<file path="config.mk">
export PLATFORM = sky130hd
export DESIGN_NAME = acri_top
export DESIGN_NICKNAME = d
export VERILOG_FILES = /design/src/acri_prescaler.v /design/src/acri_top.v
export VERILOG_INCLUDE_DIRS = /design/src
export SDC_FILE = /design/constraint.sdc
export NUM_CORES = 1
export LEC_CHECK = 0
export BUFFER_PORTS_ARGS = -buffer_cell sky130_fd_sc_hd__buf_2
export CORE_MARGIN = 5
export CORE_UTILIZATION = 50
export DETAILED_ROUTE_END_ITERATION = 16
export GPL_ROUTABILITY_DRIVEN = 0
export PLACE_DENSITY = 0.81
export SLEW_MARGIN = 20
export SYNTH_ARGS = -nofsm -noshare
export SYNTH_HDL_FRONTEND = slang
export SYNTH_SLANG_ARGS = --single-unit
</file>
<file path="constraint.sdc">
create_clock -name mclk -period 3.8 [get_ports mclk]
set_input_delay 0.95 -clock mclk [delete_from_list [all_inputs] [get_ports mclk]]
set_output_delay 0.95 -clock mclk [all_outputs]
set_load 0.03 [all_outputs]
</file>
<file path="src/acri_defines.vh">
// Purpose: constants for the converter clock and result interface
// Assumes: internal I/O register bus of the processor core, 8-bit data
// Notes:   definitions only
`ifndef ACRI_DEFINES_VH
`define ACRI_DEFINES_VH

// ---------------------------------------------------------------
// Register offsets
// ---------------------------------------------------------------
`define ACRI_ADDR_RES_LOW  6'h04
`define ACRI_ADDR_RES_HIGH 6'h05
`define ACRI_ADDR_CTRL     6'h06
`define ACRI_ADDR_CHSEL    6'h07

// ---------------------------------------------------------------
// Control register fields
// ---------------------------------------------------------------
`define ACRI_CTRL_EN    7
`define ACRI_CTRL_START 6
`define ACRI_CTRL_FREE  5
`define ACRI_CTRL_FLAG  4
`define ACRI_CTRL_IE    3
`define ACRI_CTRL_PS_HI 2
`define ACRI_CTRL_PS_LO 0

// ---------------------------------------------------------------
// Channel select register fields
// ---------------------------------------------------------------
`define ACRI_CHS_LEFT   5
`define ACRI_CHS_MUX_HI 4
`define ACRI_CHS_MUX_LO 0
`define ACRI_CHS_REF_HI 7
`define ACRI_CHS_REF_LO 6

// ---------------------------------------------------------------
// Conversion timing in converter clock cycles
// ---------------------------------------------------------------
`define ACRI_CONV_NORMAL   5'd13
`define ACRI_CONV_EXTENDED 5'd25
`define ACRI_SAMPLE_NORMAL 5'd1
`define ACRI_SAMPLE_EXT    5'd13

// ---------------------------------------------------------------
// Prescaler terminal counts, one less than the division factor
// ---------------------------------------------------------------
`define ACRI_LAST_DIV2   7'h01
`define ACRI_LAST_DIV4   7'h03
`define ACRI_LAST_DIV8   7'h07
`define ACRI_LAST_DIV16  7'h0f
`define ACRI_LAST_DIV32  7'h1f
`define ACRI_LAST_DIV64  7'h3f
`define ACRI_LAST_DIV128 7'h7f

// ---------------------------------------------------------------
// Result field positions
// ---------------------------------------------------------------
`define ACRI_RES_MSB      9
`define ACRI_RES_HB_LSB   8
`define ACRI_RES_LB_MSB   7
`define ACRI_RES_LEFT_LSB 2
`define ACRI_RES_LL_MSB   1
`define ACRI_RES_LSB      0

`define ACRI_RESET_BYTE 8'h00

`endif

</file>
<file path="src/acri_prescaler.v">
// Purpose: converter clock prescaler, one tick per converter clock period
// Assumes: runs on the system clock, no gating
// Notes:   tick is a one-cycle pulse, the divided clock a level
`timescale 1ns/100ps
`default_nettype none
`include "acri_defines.vh"

module acri_prescaler (
  input  wire       mclk,
  input  wire       arst_n,
  input  wire       run,
  input  wire [2:0] sel,
  output reg        tick,
  output wire       conv_clk
);

  reg  [6:0] count_reg;
  reg  [6:0] count_next;
  reg  [6:0] last;
  reg        clk_reg;

  // ---------------------------------------------------------------
  // Division factor
  // ---------------------------------------------------------------
  // Codes 0 and 1 both divide by two
  always @* begin
    case (sel)
      3'h0, 3'h1: last = `ACRI_LAST_DIV2;
      3'h2:       last = `ACRI_LAST_DIV4;
      3'h3:       last = `ACRI_LAST_DIV8;
      3'h4:       last = `ACRI_LAST_DIV16;
      3'h5:       last = `ACRI_LAST_DIV32;
      3'h6:       last = `ACRI_LAST_DIV64;
      default:    last = `ACRI_LAST_DIV128;
    endcase
  end

  // Counter held cleared while run is low so an enabling start lands on a fresh edge
  always @* begin
    count_next = count_reg + 7'h01;
    if (!run || count_reg >= last) begin
      count_next = 7'h00;
    end
  end

  always @(posedge mclk or negedge arst_n) begin
    if (!arst_n) begin
      count_reg <= 7'h00;
      tick      <= 1'b0;
      clk_reg   <= 1'b0;
    end else begin
      count_reg <= count_next;
      tick      <= run && (count_reg >= last);
      clk_reg   <= run && (count_next > (last >> 1));
    end
  end

  // Divided clock: high in the upper half of each period; taken from a
  // flop so the counter decode cannot glitch onto the output
  assign conv_clk = clk_reg;

endmodule
`default_nettype wire

</file>
<file path="src/acri_top.v">
// Purpose: converter control, prescaler, result register and interrupt
// Assumes: core bus sampled on mclk; analog core returns code on analog_code, taken at conversion end
// Notes:   result register reads are the low byte then high byte pair
`timescale 1ns/100ps
`default_nettype none
`include "acri_defines.vh"

module acri_top (
  input  wire       mclk,
  input  wire       arst_n,
  input  wire [5:0] io_addr,
  input  wire       io_wr,
  input  wire       io_rd,
  input  wire [7:0] io_wdata,
  output reg  [7:0] io_rdata,
  input  wire       global_irq_enable,
  input  wire       irq_vector_taken,
  input  wire [9:0] analog_code,
  output wire       conv_clk,
  output reg  [4:0] active_channel,
  output reg  [1:0] active_reference,
  output reg        sample_hold,
  output wire       conv_busy,
  output wire       conv_irq
);

  localparam ST_IDLE = 3'b001;
  localparam ST_EXT  = 3'b010;
  localparam ST_CONV = 3'b100;

  reg  [2:0] state_reg;
  reg  [4:0] step_reg;
  reg  [7:0] ctrl_reg;
  reg  [7:0] chsel_reg;
  reg  [9:0] result_reg;
  reg        lock_reg;
  reg        first_reg;
  wire       tick;
  wire       done_tick;
  wire       res_load;
  wire       left;
  wire       wr_ctrl;
  wire       rd_low;
  wire       rd_high;
  wire [7:0] low_view;
  wire [7:0] high_view;
  wire [4:0] conv_len;
  wire [4:0] sample_at;

  // ---------------------------------------------------------------
  // Register decode
  // ---------------------------------------------------------------
  // Result-byte reads move the lock, so they need the read strobe;
  // read data itself follows the address alone
  assign wr_ctrl = io_wr && (io_addr == `ACRI_ADDR_CTRL);
  assign rd_low  = io_rd && (io_addr == `ACRI_ADDR_RES_LOW);
  assign rd_high = io_rd && (io_addr == `ACRI_ADDR_RES_HIGH);
  assign left    = chsel_reg[`ACRI_CHS_LEFT];

  // ---------------------------------------------------------------
  // Prescaler
  // ---------------------------------------------------------------
  acri_prescaler u_presc (
    .mclk     (mclk),
    .arst_n   (arst_n),
    .run      (ctrl_reg[`ACRI_CTRL_EN]),
    .sel      (ctrl_reg[`ACRI_CTRL_PS_HI:`ACRI_CTRL_PS_LO]),
    .tick     (tick),
    .conv_clk (conv_clk)
  );

  // ---------------------------------------------------------------
  // Conversion sequencer
  // ---------------------------------------------------------------
  assign conv_len  = (state_reg == ST_EXT) ? `ACRI_CONV_EXTENDED : `ACRI_CONV_NORMAL;
  assign sample_at = (state_reg == ST_EXT) ? `ACRI_SAMPLE_EXT : `ACRI_SAMPLE_NORMAL;
  assign done_tick = tick && (state_reg == ST_CONV) && (step_reg == conv_len - 5'd1);
  assign conv_busy = (state_reg != ST_IDLE);

  // Sequencer; disabling the converter aborts any conversion
  // The first start after enable runs a long settling pass first,
  // which yields no result and raises no flag
  always @(posedge mclk or negedge arst_n) begin
    if (!arst_n) begin
      state_reg        <= ST_IDLE;
      step_reg         <= 5'd0;
      first_reg        <= 1'b1;
      sample_hold      <= 1'b0;
      active_channel   <= 5'd0;
      active_reference <= 2'd0;
    end else if (!ctrl_reg[`ACRI_CTRL_EN]) begin
      state_reg   <= ST_IDLE;
      step_reg    <= 5'd0;
      first_reg   <= 1'b1;
      sample_hold <= 1'b0;
    end else begin
      sample_hold <= 1'b0;
      case (state_reg)
        ST_IDLE: begin
          if (ctrl_reg[`ACRI_CTRL_START] && tick) begin
            // Channel latched only at a start, never mid conversion
            active_channel   <= chsel_reg[`ACRI_CHS_MUX_HI:`ACRI_CHS_MUX_LO];
            active_reference <= chsel_reg[`ACRI_CHS_REF_HI:`ACRI_CHS_REF_LO];
            step_reg         <= 5'd0;
            first_reg        <= 1'b0;
            state_reg        <= first_reg ? ST_EXT : ST_CONV;
          end
        end
        ST_EXT, ST_CONV: begin
          if (tick) begin
            step_reg <= step_reg + 5'd1;
            if (step_reg == sample_at) begin
              sample_hold <= 1'b1;
            end
            if (step_reg == conv_len - 5'd1) begin
              step_reg <= 5'd0;
              if (state_reg == ST_EXT) begin
                state_reg <= ST_CONV;
              end else if (ctrl_reg[`ACRI_CTRL_FREE]) begin
                // Next conversion starts on the completing tick, old channel
                // writes after this instant wait one more conversion
                active_channel   <= chsel_reg[`ACRI_CHS_MUX_HI:`ACRI_CHS_MUX_LO];
                active_reference <= chsel_reg[`ACRI_CHS_REF_HI:`ACRI_CHS_REF_LO];
              end else begin
                state_reg <= ST_IDLE;
              end
            end
          end
        end
        default: state_reg <= ST_IDLE;
      endcase
    end
  end

  // ---------------------------------------------------------------
  // Control and channel select registers
  // ---------------------------------------------------------------
  // Hardware set of the done flag beats a same-cycle clear
  always @(posedge mclk or negedge arst_n) begin
    if (!arst_n) begin
      ctrl_reg  <= 8'h00;
      chsel_reg <= 8'h00;
    end else begin
      if (io_wr && (io_addr == `ACRI_ADDR_CHSEL)) begin
        chsel_reg <= io_wdata;
      end
      if (wr_ctrl) begin
        ctrl_reg[`ACRI_CTRL_EN]   <= io_wdata[`ACRI_CTRL_EN];
        ctrl_reg[`ACRI_CTRL_FREE] <= io_wdata[`ACRI_CTRL_FREE];
        ctrl_reg[`ACRI_CTRL_IE]   <= io_wdata[`ACRI_CTRL_IE];
        ctrl_reg[`ACRI_CTRL_PS_HI:`ACRI_CTRL_PS_LO] <=
          io_wdata[`ACRI_CTRL_PS_HI:`ACRI_CTRL_PS_LO];
      end
      // Start bit: writing zero has no effect, clears at single-mode end
      if (wr_ctrl && io_wdata[`ACRI_CTRL_START]) begin
        ctrl_reg[`ACRI_CTRL_START] <= 1'b1;
      end else if (!ctrl_reg[`ACRI_CTRL_EN] ||
                   (done_tick && !ctrl_reg[`ACRI_CTRL_FREE])) begin
        ctrl_reg[`ACRI_CTRL_START] <= 1'b0;
      end
      if (res_load) begin
        ctrl_reg[`ACRI_CTRL_FLAG] <= 1'b1;
      end else if (irq_vector_taken ||
                   (wr_ctrl && io_wdata[`ACRI_CTRL_FLAG])) begin
        ctrl_reg[`ACRI_CTRL_FLAG] <= 1'b0;
      end
    end
  end

  // ---------------------------------------------------------------
  // Result register and read lock
  // ---------------------------------------------------------------
  // A completion during lock is dropped so low and high stay a pair;
  // a low-byte read on the completing edge locks at once, else the
  // low byte handed out would be older than the high byte after it.
  // Limitation: software that never reads the high byte stalls updates
  assign res_load = done_tick && !lock_reg && !rd_low;

  always @(posedge mclk or negedge arst_n) begin
    if (!arst_n) begin
      result_reg <= 10'h000;
      lock_reg   <= 1'b0;
    end else begin
      if (res_load) begin
        result_reg <= analog_code;
      end
      if (rd_high) begin
        lock_reg <= 1'b0;
      end else if (rd_low) begin
        lock_reg <= 1'b1;
      end
    end
  end

  // ---------------------------------------------------------------
  // Result presentation
  // ---------------------------------------------------------------
  // Alignment is applied at read time so it follows the bit at once
  assign high_view = left ? result_reg[`ACRI_RES_MSB:`ACRI_RES_LEFT_LSB]
                          : {6'h00, result_reg[`ACRI_RES_MSB:`ACRI_RES_HB_LSB]};
  assign low_view  = left ? {result_reg[`ACRI_RES_LL_MSB:`ACRI_RES_LSB], 6'h00}
                          : result_reg[`ACRI_RES_LB_MSB:`ACRI_RES_LSB];

  // ---------------------------------------------------------------
  // Read data
  // ---------------------------------------------------------------
  always @(posedge mclk or negedge arst_n) begin
    if (!arst_n) begin
      io_rdata <= `ACRI_RESET_BYTE;
    end else begin
      case (io_addr)
        `ACRI_ADDR_RES_LOW:  io_rdata <= low_view;
        `ACRI_ADDR_RES_HIGH: io_rdata <= high_view;
        `ACRI_ADDR_CTRL:     io_rdata <= ctrl_reg;
        `ACRI_ADDR_CHSEL:    io_rdata <= chsel_reg;
        default:             io_rdata <= `ACRI_RESET_BYTE;
      endcase
    end
  end

  // ---------------------------------------------------------------
  // Interrupt request
  // ---------------------------------------------------------------
  // Interrupt follows the flag, which rises with the readable result
  assign conv_irq = ctrl_reg[`ACRI_CTRL_FLAG] && ctrl_reg[`ACRI_CTRL_IE]
                    && global_irq_enable;

endmodule
`default_nettype wire

</file>
; ---- Word level (Yosys, flattened, before mapping)
; Index checks and enable logic that the tools add are counted.
[totals]
input_bits = 30
elab_cells = 128
output_inout_bits = 19
register_bits = 61
[classes]
order_cmp = 2
n_reduce_logical = 34
mux = 45
eq_ne = 28
addsub = 3
[op_table]
columns = operator, count
row1 = $mux 5, 10
row2 = $pmux 7 s6, 1
row3 = $pmux 8 s4, 1
row4 = $eq 6x3->1 const B, 4
row5 = $mux 3, 7
row6 = $pmux 5 s2, 2
row7 = $logic_and 1x1->1, 16
row8 = $mux 8, 2
row9 = $mux 1, 13
row10 = $eq 3x3->1 const B, 4
row11 = $mux 2, 5
row12 = $eq 3x2->1 const B, 3
row13 = $ne 2x2->1 const B, 4
row14 = $reduce_bool 2->1, 4
row15 = $add 7x1->7 const B, 1
row16 = $ge 7x7->1, 1
row17 = $gt 7x6->1, 1
row18 = $mux 7, 1
row19 = $reduce_and 7->1, 1
row20 = $eq 3x1->1 const B, 2
row21 = $ne 2x1->1 const B, 3
row22 = $ne 3x1->1 const B, 2
row23 = $ne 3x3->1 const B, 2
row24 = $pmux 3 s2, 1
row25 = other kinds (15), 21

; ---- Depth between registers and ports, before layout
[logic_depth]
word_depth = 9
depth_mapped = 13
ltp_nobuf = 12

; ---- Modules after synthesis
; Synthesis repeated with hierarchy kept, for this count alone.
[unflattened]
cells_unflattened = 283
hier_area_um2 = 3236.9
[modules_own_cells]
columns = module, n_inst, cells_each, seq_area_each_um2, area_per_inst_um2
row1 = acri_top, 1, 215, 1303.8, 2576.2
row2 = acri_prescaler, 1, 68, 225.2, 660.6

; ---- Least setup slack after synthesis
; OpenSTA, ideal clock, no wires.
[synth_timing]
path_type = reg-to-reg
from = reg ctrl_reg[1]
to = reg u_presc.clk_reg (netlist: u_presc.conv_clk)
setup_slack_ps = 957
n_path_buf = 1
path_stages_with_launch = 14
period_less_slack_ps = 2843
required_time_ps = 3662
t_arrival_ps = 2706
path_cell_list = dfrtp_1 a21oi_1 ha_1 a21oi_1 a21oi_1 or3_1 clkbuf_1 nor2_1 ha_1 nor2b_1 o21ai_0 nand2b_1 a2111oi_0 o32ai_1
[synth_via]
elab_chain_cells = 8
word_cells_on_any_way = 14
[synth_lines]
columns = item, line
row1 = from (decl), acri_top.v:33  ; reg [7:0] ctrl_reg;
row2 = "from (signal, indexed assignment)", acri_top.v:148  ; ctrl_reg[`ACRI_CTRL_EN] <= io_wdata[`ACRI_CTRL_EN];
row3 = "from (signal, indexed assignment)", acri_top.v:149  ; ctrl_reg[`ACRI_CTRL_FREE] <= io_wdata[`ACRI_CTRL_FREE];
row4 = "from (signal, indexed assignment)", acri_top.v:150  ; ctrl_reg[`ACRI_CTRL_IE] <= io_wdata[`ACRI_CTRL_IE];
row5 = $eq 3x1->1 / $logic_not 3->1 (equally long branches), acri_prescaler.v:27  ; case (sel)
row6 = $reduce_or 2->1, acri_prescaler.v:27
row7 = $pmux 7 s6 (*), acri_prescaler.v:27
row8 = $ge 7x7->1 (*), acri_prescaler.v:41  ; if (!run || count_reg >= last) begin
row9 = $logic_or 1x1->1 (*), acri_prescaler.v:41
row10 = $mux 7 (*), acri_prescaler.v:41
row11 = via u_presc.count_next[1], acri_prescaler.v:18  ; reg [6:0] count_next;
row12 = $gt 7x6->1 (*), acri_prescaler.v:54  ; clk_reg <= run && (count_next > (last >> 1));
row13 = $logic_and 1x1->1 (*), acri_prescaler.v:54
row14 = to (signal assigned), acri_prescaler.v:54
row15 = to (decl), acri_prescaler.v:20  ; reg clk_reg;
; Mark *: on every way through the listed nets, which the timed path passes. The rest lies on a longest branch.
; A chain may end at the register's enable or synchronous reset.

; ---- Worst setup path after layout
; Same ends and word-level chain as after synthesis.

==> impl_metrics.toml <==
[run_status]
outcome = "complete, no violations"

[synthesis]
synth_edf_count = 0
synth_top_cell_by_area = "dfrtp_1"
yosys-top-cells-area = "dfrtp_1 47%, mux2_2 12%, ha_1 6.4%, nand2_1 3.0%, nand3_1 2.6%"
async_flop_share_pct = 100
synthCells = 274
ys_seq_area_share_pct = 48.9
synth_nets = 320
yosysMostFrequentCell = "dfrtp_1"
netlist_area_sq_um = 3120
synthTopCellsByCount = "59 x dfrtp_1, 34 x mux2_2, 25 x nand2_1, 16 x ha_1, 16 x nand3_1"
synth_flop_cell = "dfrtp_1"
synth_cell_type_count = 55
avgSynthCellArea_sq_um = 11.4
yosys_warnings = 0
synth_top_area_share_pct = 47.3
ys_seq_elements = 61

[timing]
fmax_mhz = 307
worst_pin_slew_ns = 0.898
maxSlewViolCount = 0
slew_headroom_pct = 40.2
setup_violations = 0
finalSetupTns_ns = 0
timing.final.crit_share_pct = 85.8
hold_viol_final = 0
setup_ws_ns = 0.540
skew_ns = 0.00962
min_period_ns = 3.26
rsz0062_at_grt = "no"

[finish]
final_cell_area_sq_um = 3630
largest_register_ffs = 10
nets = 375
area_growth_pct = 16.3
utilization_pct = 60.7
antenna-diode-count = 0
drive_gt1_share_pct = 35.3

[die]
die_area_sq_um = 7930
die_h_um = 89.0
die_x_um = 89.0
core_area_sq_um = 5990
ios = 49
num_rows = 28
start_util_pct = 52.2

[min_path]
hp-class = "register to register"
holdPathStages = 2

[critical_path]
worstPathRequired_ns = 4.01
critPathArrivalTime_ns = 3.47
worstSetupPathDepth = 12
rr_worst_depth = 12
critPathKind = "register to register"
cpLargestDelayFamily = "compound AO/OA/AOI/OAI gates"
critPathMaxStageDelay_ns = 0.49
path_cells = "a21oi_1 -> ha_1 -> a21oi_1 -> a21oi_1 -> or3_1 -> nor2_1 -> ha_1 -> nor2b_1 -> o21ai_0 -> nand2b_1 -> a2111oi_0 -> o32ai_1"
cp-end-kind = "register"
start_kind = "register"
cp_max_fo = 8
cp_common_cell = "a21oi_1"
cp_slowest_cell = "or3_1"
crit_buf_inv = 0

[drt]
drcViolationCount = 0
vias = 2374
totalWireLength_mm = 7.00
drt_iter0_markers = 115
drt-pass1-iter-count = 4
avgRoutedWirePerCell_um = 17.1
vias_per_cell = 5.80
ant_nets = 0

[global_route]
grt_pass1_wl_mm = 11.5
antenna_found_initial = 0
grt_max_degree = 41
grtUsageTotal_pct = 19.2
grt_pass1_vias = 2390
grt-ovfl-total = 0

[clock_network]
clock_sinks = 61
clk_pin_slew_ns = 0.07
htree_levels = 3
clk_latency_ns = 0.34
cts.path.max_buffers = 2
numCtsBuffers = 9
cts_tree = "built"
cts_hold_buffers = 0
cts-resized-gates = 0
postCtsSetupBuffers = 0
root_buffer = "clkbuf_8"

[job]
maxCapViolations = 0

[power]
ir_worst_vdd_v = 0.000232
p_leak_nw = 1.75
fin_total_pwr_mw = 1.44
power_density_nw_per_um2 = 397

[place]
hpwl_mm = 5.23
placed_cell_area_sq_um = 3430
io_buffers = 48
post-place-ws_ns = 0.593
metal layers:
layer	vias to the layer above	routed length (um)	global-route usage (%)
li1	1124	-	-
met1	1172	3070	25.3
met2	64	3430	30.4
met3	14	336	3.23
met4	0	171	10.1
met5	-	0	0
cell type report:
class                           count  area, sq um
Clock buffer                       10          138
Fill cell                         468         2360
Tap cell                           75         93.8
Multi-Input combinational cell    196         1510
Inverter                           10         37.5
Sequential cell                    61         1530
Timing Repair Buffer               51          263
Clock inverter                      6         61.3
cells in the final DEF (no fill, tap or decap), types with 3 or more instances in the layout:
master    netlist  layout
a21oi_1        13      13
a221o_1         4       4
a222oi_1        3       3
a22o_1          5       5
buf_2           0      48
buf_4           1       3
clkbuf_8        1      10
clkinv_2        0       3
dfrtp_1        59      59
ha_1           16      16
inv_1          10      10
mux2_2         34      34
nand2_1        25      25
nand3_1        16      16
nand4_1         3       3
nor2_1         14      14
o21ai_0        13      13
xnor2_1         3       3
path summary, 6_finish.rpt:
| check | from | end | slack [ns] |
|---|---|---|---|
| worst min register to register | first_reg | first_reg | 0.49 |
| max in group asynchronous | arst_n | chsel_reg[1] | 2.23 |
| min in group asynchronous | arst_n | u_presc.count_reg[4] | 0.74 |
| worst max-delay path | ctrl_reg[1] | u_presc.conv_clk | 0.54 |
| worst min-delay path | first_reg | first_reg | 0.49 |
| worst max register to register | ctrl_reg[1] | u_presc.conv_clk | 0.54 |
report_power, final:
part / internal [mW] / switching [mW]
Sequential: 0.682 / 0.0344
Clock: 0.319 / 0.258
Combinational: 0.0680 / 0.0801
kinds of logic after synthesis:
group | count (synthesis) | share of synthesized area [%]
flip-flops | 61 | 48.9
XOR/XNOR | 5 | 1.40
adder cells (fa/ha/maj) | 16 | 6.41
AND/OR/NAND/NOR | 85 | 15.6
multiplexers | 36 | 13.1
AO/OA/AOI/OAI | 54 | 11.9
buffers and inverters | 17 | 2.68
worst min-delay path: cells and delay by family, from the launching register on:
kind             cells  cell delay (ns)
AO/OA/AOI/OAI        1             0.06
flip-flops           1             0.38
AND/OR/NAND/NOR      1             0.05
metrics by stage:
step	hold WS (ns)	cells
2_1_floorplan	0.459	274
3_3_place_gp	0.480	393
3_5_place_dp	0.487	393
4_1_cts	0.497	409
5_1_grt	0.529	409
6_report	0.491	409
(Power assumes the default switching activity.)
